`src/pkg/dprs_params.svh`:
```
// Constants of the drive parameter restore sequencer
`ifndef DPRS_PARAMS_SVH
`define DPRS_PARAMS_SVH
`define DPRS_CODE_IDLE       16'h0000
`define DPRS_CODE_ARMED      16'h0001
`define DPRS_CTRL_ERR_CODE   16'h0021
`define DPRS_DELAY_MS        3000
`define DPRS_CLK_KHZ         40000
`define DPRS_DELAY_CYCLES    (`DPRS_DELAY_MS * `DPRS_CLK_KHZ)
`define DPRS_DRIVES          16
`define DPRS_PORT_ETH        8'h03
`define DPRS_PROTO_ETH       8'h01
`define DPRS_NAME_PAD        24'h000000
`endif

```
`src/pkg/dprs_pkg.sv`:
```
// Types of the drive parameter restore sequencer
package dprs_pkg;
    typedef enum logic [4:0] {
        ST_IDLE  = 5'h01,
        ST_DELAY = 5'h02,
        ST_SCAN  = 5'h04,
        ST_WAIT  = 5'h08,
        ST_DONE  = 5'h10
    } dprs_state_type;
    typedef struct packed {
        logic [63:0] name;
        logic [31:0] ip;
        logic [7:0]  station;
        logic        pwd_en;
        logic        ignore_chk;
    } dprs_req_type;
endpackage

```
`src/pkg/dprs_link_if.sv`:
```
// Per-drive request and result path to the drive protocol engine
`timescale 1ns/1ps
interface dprs_link_if;
    logic                  req;
    dprs_pkg::dprs_req_type info;
    logic                  done;
    logic                  fail;
    logic [15:0]           code;
    modport seq (output req, output info, input done, input fail,
                 input code);
    modport eng (input req, input info, output done, output fail,
                 output code);
endinterface

```
`src/dprs_name_build.sv`:
```
// Backup file name builder: IP bytes, station, zero pad
`timescale 1ns/1ps
`include "dprs_params.svh"
module dprs_name_build
(
    // Drive identity
    input  wire logic [31:0] ip,
    input  wire logic [7:0]  station,
    // File name digits as hex nibbles
    output logic      [63:0] name
);
    assign name = {ip, station, `DPRS_NAME_PAD};
endmodule

```
`src/dprs_delay.sv`:
```
// Power-up wait counter
`timescale 1ns/1ps
`include "dprs_params.svh"
module dprs_delay
#(
    parameter int unsigned CYCLES = `DPRS_DELAY_CYCLES
)
(
    // Clock and reset
    input  wire logic ref_clk,
    input  wire logic rst,
    // Control
    input  wire logic start,
    input  wire logic abort,
    output logic      expired
);
    logic [31:0] cnt_r;
    logic        run_r;
    always_ff @(posedge ref_clk or posedge rst)
        if (rst)
        begin
            cnt_r <= 32'h0;
            run_r <= 1'b0;
        end
        else if (abort)
            run_r <= 1'b0;
        else if (start)
        begin
            cnt_r <= 32'h0;
            run_r <= 1'b1;
        end
        else if (run_r)
        begin
            if (cnt_r == CYCLES - 1)
                run_r <= 1'b0;
            cnt_r <= cnt_r + 32'h1;
        end
    assign expired = run_r && (cnt_r == CYCLES - 1);
endmodule

```
`src/dprs_sequencer.sv`:
```
// Drive parameter restore sequencer top
// How it works
// - Code 0 idles; code 1 restores
// - Mask bit n selects drive n+1
// - Count failed drives, zero if none
// - Hold last failing drive IP octet
// - Hold error code of last failure
// - Set done flag on clean finish
// - Set error flag on any failure
// - Code 1 to 0 clears flags
// - Power-up waits configurable delay first
// - Code 0 skips delay and restoration
// - Option halts controller on error
// - Error lights warning, records 0021
// - Per-drive IP, station, password, check settings
// - File name: IP hex, station, zeros
// - Port field 03, protocol field 01
`timescale 1ns/1ps
`include "dprs_params.svh"
module dprs_sequencer
#(
    parameter int unsigned DELAY_CYCLES = `DPRS_DELAY_CYCLES,
    parameter int unsigned DRIVES       = `DPRS_DRIVES
)
(
    // Clock and reset
    input  wire logic        ref_clk,
    input  wire logic        rst,
    // Register write port
    input  wire logic        code_we,
    input  wire logic [15:0] code_wdata,
    input  wire logic        mask_lo_we,
    input  wire logic        mask_hi_we,
    input  wire logic [15:0] mask_wdata,
    // Controller events
    input  wire logic        modules_ready,
    input  wire logic        stop_to_run,
    // Configuration
    input  wire logic        halt_on_error,
    input  wire logic [31:0] drive_ip [DRIVES],
    input  wire logic [7:0]  drive_station [DRIVES],
    input  wire logic [DRIVES-1:0] drive_pwd_en,
    input  wire logic [DRIVES-1:0] drive_ignore_chk,
    // Drive protocol engine
    output logic        eng_req,
    output logic [63:0] eng_name,
    output logic [31:0] eng_ip,
    output logic [7:0]  eng_station,
    output logic        eng_pwd_en,
    output logic        eng_ignore_chk,
    output logic [7:0]  eng_port,
    output logic [7:0]  eng_proto,
    input  wire logic   eng_done,
    input  wire logic   eng_fail,
    input  wire logic [15:0] eng_code,
    // Register read values
    output logic [15:0] restore_command_code,
    output logic [15:0] restore_target_mask_low,
    output logic [15:0] restore_target_mask_high,
    output logic [15:0] restore_failure_count,
    output logic [15:0] last_failed_ip_octet,
    output logic [15:0] last_failure_code,
    output logic        restore_done_flag,
    output logic        restore_error_flag,
    // Controller status
    output logic        warn_led,
    output logic [15:0] ctrl_error_code,
    output logic        ctrl_halt,
    output logic        busy
);
    typedef struct packed {
        dprs_pkg::dprs_state_type st;
        logic [15:0] code;
        logic [15:0] mlo;
        logic [15:0] mhi;
        logic [15:0] pend;
        logic [4:0]  idx;
        logic [15:0] fcnt;
        logic [7:0]  foct;
        logic [15:0] fcode;
        logic        done;
        logic        err;
        logic        warn;
        logic        halt;
        logic        req;
        logic        pwr_seen;
    } dprs_regs_type;

    dprs_regs_type r, n;
    dprs_link_if   lk ();
    logic          dly_start;
    logic          dly_exp;
    logic          armed;
    logic          abort;
    logic [3:0]    cur;
    logic [63:0]   file_name;

    dprs_delay #(.CYCLES(DELAY_CYCLES)) u_delay
    (
        .ref_clk (ref_clk),
        .rst     (rst),
        .start   (dly_start),
        .abort   (abort),
        .expired (dly_exp)
    );

    assign cur = r.idx[3:0];
    // One driver for the whole record keeps its fields free of conflicts
    assign lk.info = {file_name,
                      drive_ip[cur],
                      drive_station[cur],
                      drive_pwd_en[cur],
                      drive_ignore_chk[cur]};
    assign lk.req  = r.req;
    assign lk.done = eng_done;
    assign lk.fail = eng_fail;
    assign lk.code = eng_code;

    dprs_name_build u_name
    (
        .ip      (drive_ip[cur]),
        .station (drive_station[cur]),
        .name    (file_name)
    );

    assign armed = (r.code == `DPRS_CODE_ARMED);
    assign abort = !armed;

    always_comb
    begin
        n = r;
        dly_start = 1'b0;
        if (code_we)
            n.code = code_wdata;
        if (mask_lo_we)
            n.mlo = mask_wdata;
        if (mask_hi_we)
            n.mhi = mask_wdata;
        if (modules_ready)
            n.pwr_seen = 1'b1;
        // Software writes 0 after a run a finishing run still wins
        if (armed && n.code == `DPRS_CODE_IDLE)
        begin
            n.done = 1'b0;
            n.err  = 1'b0;
        end
        // Only the low mask word selects drives; the high word is stored
        case (r.st)
            dprs_pkg::ST_IDLE:
            begin
                // Power-up trigger is one-shot; code 0 skips it
                if (modules_ready && !r.pwr_seen && armed)
                begin
                    dly_start = 1'b1;
                    n.st = dprs_pkg::ST_DELAY;
                end
                else if (stop_to_run && armed)
                    n.st = dprs_pkg::ST_SCAN;
                if (n.st == dprs_pkg::ST_SCAN)
                begin
                    n.pend = r.mlo;
                    n.idx  = 5'h00;
                    n.fcnt = 16'h0000;
                end
            end
            dprs_pkg::ST_DELAY:
            begin
                if (abort)
                    n.st = dprs_pkg::ST_IDLE;
                else if (dly_exp)
                begin
                    n.st = dprs_pkg::ST_SCAN;
                    n.pend = r.mlo;
                    n.idx  = 5'h00;
                    n.fcnt = 16'h0000;
                end
            end
            dprs_pkg::ST_SCAN:
            begin
                if (r.idx >= 5'(DRIVES))
                    n.st = dprs_pkg::ST_DONE;
                else if (r.pend[cur])
                begin
                    n.req = 1'b1;
                    n.st  = dprs_pkg::ST_WAIT;
                end
                else
                    n.idx = r.idx + 5'h01;
            end
            dprs_pkg::ST_WAIT:
            begin
                if (lk.done)
                begin
                    n.req = 1'b0;
                    if (lk.fail)
                    begin
                        n.fcnt  = r.fcnt + 16'h0001;
                        n.foct  = lk.info.ip[7:0];
                        n.fcode = lk.code;
                    end
                    n.idx = r.idx + 5'h01;
                    n.st  = dprs_pkg::ST_SCAN;
                end
            end
            dprs_pkg::ST_DONE:
            begin
                if (r.fcnt != 16'h0000)
                begin
                    n.err  = 1'b1;
                    n.warn = 1'b1;
                    n.halt = halt_on_error;
                end
                else
                    n.done = 1'b1;
                n.st = dprs_pkg::ST_IDLE;
            end
            default:
                n.st = dprs_pkg::ST_IDLE;
        endcase
    end

    always_ff @(posedge ref_clk or posedge rst)
        if (rst)
        begin
            r      <= '0;
            r.st   <= dprs_pkg::ST_IDLE;
            r.code <= `DPRS_CODE_IDLE;
        end
        else
            r <= n;

    assign eng_req        = lk.req;
    assign eng_name       = lk.info.name;
    assign eng_ip         = lk.info.ip;
    assign eng_station    = lk.info.station;
    assign eng_pwd_en     = lk.info.pwd_en;
    assign eng_ignore_chk = lk.info.ignore_chk;
    assign eng_port       = `DPRS_PORT_ETH;
    assign eng_proto      = `DPRS_PROTO_ETH;

    assign restore_command_code     = r.code;
    assign restore_target_mask_low  = r.mlo;
    assign restore_target_mask_high = r.mhi;
    assign restore_failure_count    = r.fcnt;
    assign last_failed_ip_octet     = {8'h00, r.foct};
    assign last_failure_code        = r.fcode;
    assign restore_done_flag        = r.done;
    assign restore_error_flag       = r.err;
    assign warn_led        = r.warn;
    assign ctrl_error_code = r.warn ? `DPRS_CTRL_ERR_CODE : 16'h0000;
    assign ctrl_halt       = r.halt;
    assign busy            = (r.st != dprs_pkg::ST_IDLE);
endmodule

```
`config.mk`:
```
export PLATFORM = sky130hd
export DESIGN_NAME = dprs_sequencer
export DESIGN_NICKNAME = d
export VERILOG_FILES = /design/src/pkg/dprs_pkg.sv /design/src/pkg/dprs_link_if.sv /design/src/dprs_name_build.sv /design/src/dprs_delay.sv /design/src/dprs_sequencer.sv
export VERILOG_INCLUDE_DIRS = /design/src /design/src/pkg
export SDC_FILE = /design/constraint.sdc
export NUM_CORES = 1
export LEC_CHECK = 0
export BUFFER_PORTS_ARGS = -buffer_cell sky130_fd_sc_hd__buf_4
export CORE_AREA = 2 2 382 384
export CTS_CLUSTER_SIZE = 10
export DETAILED_ROUTE_END_ITERATION = 8
export DIE_AREA = 0 0 384 386
export PLACE_DENSITY_LB_ADDON = 0.1
export SLEW_MARGIN = 20
export SYNTH_ARGS = -nofsm -noshare
export SYNTH_HDL_FRONTEND = slang
export SYNTH_HIERARCHICAL = 1
export SYNTH_SLANG_ARGS = --single-unit
```
`constraint.sdc`:
```
create_clock -name ref_clk -period 5.69 [get_ports ref_clk]
set_input_delay 1.138 -clock ref_clk [delete_from_list [all_inputs] [get_ports ref_clk]]
set_output_delay 1.138 -clock ref_clk [all_outputs]
set_load 0.02 [all_outputs]
```
### Yosys cells after proc, flatten, opt, wreduce, memory -nomap -nowiden

Index checks and enable logic that the tools add are counted.
W data, S select, Z words.

| word-level totals | value |
|---|---|
| register bits | 153 |
| output and inout bits | 240 |
| logic and storage cells | 113 |
| bits of input ports | 730 |

| operators by class | value |
|---|---|
| $lt $le $gt $ge | 3 |
| reductions and logical operators | 21 |
| eq/ne operators | 19 |
| bitwise logic cells | 1 |
| add/subtract/negate cells | 3 |
| multiplexer cells | 49 |

Operators with widths:

| cell | number |
|---|---|
| $bmux W32 S4 | 1 |
| $mux W32 | 4 |
| $mux W37 | 3 |
| $mux W5 | 10 |
| $pmux W16 S3 | 1 |
| $mux W45 | 1 |
| $mux W40 | 1 |
| $pmux W5 S4 | 2 |
| $add A32 B1 Y32 const B | 1 |
| $bmux W8 S4 | 1 |
| $eq A32 B27 Y1 const B | 1 |
| $pmux W16 S2 | 1 |
| $add A16 B1 Y16 const B | 1 |
| $eq A16 B1 Y1 const B | 1 |
| $logic_not A16 Y1 | 1 |
| $mux W16 | 1 |
| $mux W8 | 2 |
| $ne A2 B2 Y1 const B | 8 |
| $reduce_bool A16 Y1 | 1 |
| $mux W1 | 13 |
| $bmux W1 S4 | 3 |
| $eq A5 B3 Y1 const B | 2 |
| $ge A5 B5 Y1 const B | 2 |
| $reduce_and A4 Y1 | 2 |
| 23 further kinds | 32 |

### Longest topological paths before layout

| depth | value |
|---|---|
| depth in word-level cells | 8 |
| gate-level depth with buffers | 11 |

### Cells and area by module

The synthesis kept the hierarchy.

Modules (own cells, without submodules):

| module | cells an instance | times used | area an instance (um^2) |
|---|---|---|---|
| dprs_sequencer | 1,065 | 1 | 11,518.5 |
| dprs_delay | 208 | 1 | 1,871.8 |
| dprs_name_build | 65 | 1 | 484.2 |

### Worst setup path after synthesis

OpenSTA, ideal clock, no wires.

| path | value |
|---|---|
| path type | reg2out |
| start point | reg r (netlist bit cur[0]) |
| end point | out eng_name[24] |
| stages on the path, launching flop included | 8 |
| path slack | 2,076 ps |
| arrival time | 2,476 ps |
| path buffers | 4 |
| path through | dfrtp_1 -> buf_2 -> buf_2 -> clkbuf_1 -> mux4_2 -> a22oi_1 -> nand2_1 -> buf_4 |

| between the ends | value |
|---|---|
| longest elaborated chain between the ends | 4 |

RTL lines:

| item | RTL line | text |
|---|---|---|
| from (decl) | dprs_sequencer.sv:89 | `dprs_regs_type r, n;` |
| from (signal assigned) | dprs_sequencer.sv:230 | `r <= n;` |
| $not A4 Y5 | - |  |
| $bmux W8 S4 | - |  |
| $mux W8 (2 in series) | - |  |
| to (decl) | dprs_sequencer.sv:46 | `output logic [63:0] eng_name,` |

No other way between the ends. The select of a mux whose other input is x is not followed.

### Worst setup path after layout

| path | value |
|---|---|
| start point | reg r (netlist bit cur[1]) |
| end point | out eng_name[31] |

| between the ends | value |
|---|---|
| longest elaborated chain between the ends | 4 |

RTL lines:

| item | RTL line | text |
|---|---|---|
| $not A4 Y5 (implied by the code) | dprs_sequencer.sv:122 | `.station (drive_station[cur]),` |
| $bmux W8 S4 | dprs_sequencer.sv:122 |  |
| $mux W8 (implied by the code) (2 in series) | dprs_sequencer.sv:122 |  |

No other way between the ends. The select of a mux whose other input is x is not followed.

==> flow_summary.toml <==
[logic_synthesis]
synth_area_leaders = "dfrtp_1 27%, mux4_2 15%, mux2i_1 11%"
synth-edff-count = 0
yosys-top-cells-count = "192 x buf_4, 157 x mux2i_1, 152 x dfrtp_1, 96 x mux2_2, 93 x mux4_2"
ys_seq_elements = 153
synth_most_common_cell = "buf_4"
synth.distinct_cells = 63
synth_top_area_share_pct = 27.4
syn_area_sq_um = 13900
synth.avg_cell_area_sq_um = 10.4
ys_async_sr_fraction_pct = 100
yosysSeqAreaShare_pct = 27.6
syn_inst = 1338
synthFlopType = "dfrtp_1"
yosysTopAreaCell = "dfrtp_1"
yosysWarnings = 6

[final_layout]
num-nets-final = 2791
multiInputGateArea_sq_um = 8390
regArea_sq_um = 3840
drive_gt1_share_pct = 56.8
fin_area_sq_um = 22400
syn2layout_area_growth_pct = 61.2
final.fill_count = 16400

[placement]
placed_area_sq_um = 21700
post-place-ws_ns = 1.22
gp_congestion = 0.914
port_buffers = 907
dp_hpwl_mm = 87.6

[clock_network]
cts.sinks = 153
clockBufferDepth = 2
postCtsSetupBuffers = 0
ctsResizeCount = 0
cts_tree = "done"
cts-hold-fix-buffers = 0
htreeDepth = 4
clock_latency_ns = 0.47
cts_made_buffers = 17
cts-root-buf = "clkbuf_16"
clk_pin_slew_worst_paths_ns = 0.08

[run]
maxCapViolations = 0

[critical_path]
worstSetupPathType = "flop to output port"
crit_arrival_ns = 3.66
setup.worst_path.start_class = "flop"
reg2reg_depth = 8
path_max_fanout = 44
endpoint_kind = "output port"
required_ns = 4.55

[die]
num_rows = 140
die_h_um = 386
start_util_pct = 9.60
ios = 970
dieArea_sq_um = 148000
die_x_um = 384
core_sq_um = 145000

[timing]
fin_crit_ns = 4.80
timing.final.crit_share_pct = 84.3
final-hold-violation-count = 0
finalWorstSetupSlack_ns = 0.893
drv_slew = 0
setup_viol = 0
rsz0062_at_grt = "no"
max-slew-margin-rel_pct = 27.1
final.setup.tns_ns = 0
fin_skew_ns = 0.0156
whs_ns = 0.494
tightest_slew_ns = 1.09
timing.fmax_mhz = 208

[routing]
ant_nets = 0
wl_per_cell_um = 25.7
totalWireLength_mm = 103
firstDrtPassIters = 4
vias_per_cell = 3.55
vias = 14200
drt_iter0_drc = 606
drc = 0

[power]
p_per_area_nw_per_um2 = 300
vdd.ir_drop.worst_mv = 0.210
leakage_nw = 9.40

[global_route]
grt_max_degree = 87
grt_overflow_total = 0
grt_pass1_vias = 14900
grt_pass1_wl_mm = 132
grt.total_usage_pct = 13.1
antenna_found_initial = 29

[worst_hold_path]
hold_class = "flop to flop"
whs_path_depth = 1

[status]
status = "complete, no violations"
[path summary, 6_finish.rpt]
kind                                    startpoint                      end  slack, ns
max                                         cur[1]             eng_name[31]       0.89
min                                           r[0]                     r[0]       0.49
max reg2reg                restore_command_code[6]        u_delay/cnt_r[29]       1.85
min reg2reg                                   r[0]                     r[0]       0.49
max in group asynchronous                      rst  last_failed_ip_octet[3]       3.70
min in group asynchronous                      rst                     r[0]       0.79
[power by group]
| part | total [mW] | internal [mW] | switching (mW) |
|---|---|---|---|
| sequential | 1.32 | 1.15 | 0.176 |
| combinational | 4.13 | 1.73 | 2.40 |
| clock | 1.25 | 0.667 | 0.582 |
[placed cells by master, fill, tap and decap left out, types with 18 or more instances in the layout]
cell type  count
dfrtp_1      148
mux4_2        93
nand3_1       18
nand2_1       57
o21ai_0       62
conb_1        62
mux2i_1      157
a22oi_1       37
nor2_1        40
a21oi_1       34
buf_4        929
a221oi_1      71
nand4_1       21
mux2_2        96
[critical path, cell delays in order (launching register included)]
cell     delay, ns
dfrtp_4       0.99
buf_4         0.64
nand2_1       0.41
o21ai_0       0.29
a21oi_1       0.08
a22oi_1       0.19
nand2_1       0.26
buf_4         0.29
[per-layer routing]
layer	up-vias	wire length, um	track usage (%)
met5	-	123	0
met4	20	1470	2.27
met3	63	8010	4.17
met2	575	55100	24.7
met1	7144	38000	14.2
li1	6388	-	-
[cell type report]
type | count | share of cell area (%)
multi-input combinational | 935 | 37.5
antenna | 9 | 0.101
tap | 1917 | 10.7
clock inverter | 14 | 0.800
timing repair buffer | 933 | 31.5
sequential | 153 | 17.2
inverter | 16 | 0.291
clock buffer | 18 | 1.92
[logic make-up after synthesis]
kind of cell | Yosys count | share of synthesized area (%)
buffers and inverters | 309 | 13.8
other | 3 | 0.0812
AO/OA/AOI/OAI | 262 | 13.3
AND/OR/NAND/NOR | 238 | 9.14
adder cells (fa/ha/maj) | 5 | 0.451
flip-flops | 153 | 27.6
multiplexers | 346 | 34.2
XOR/XNOR | 22 | 1.39
[registers in the layout, summed over array words and instances (netlist names), 4 cells and up]
register	flops
cur	4
last_failed_ip_octet	8
last_failure_code	16
r	23
restore_command_code	16
restore_failure_count	16
restore_target_mask_high	16
restore_target_mask_low	16
u_delay/cnt_r	32
[per-stage QoR]
step,power [mW],std cells,util (%)
after detailed placement,5.60,3954,15.0
after floorplan,3.70,1397,-
after global routing,7.07,3988,15.5
final,6.71,3995,15.5
after global placement,5.59,3952,15.0
after CTS,6.91,3986,15.5
No activity file was read; power rests on OpenSTA's default activity.
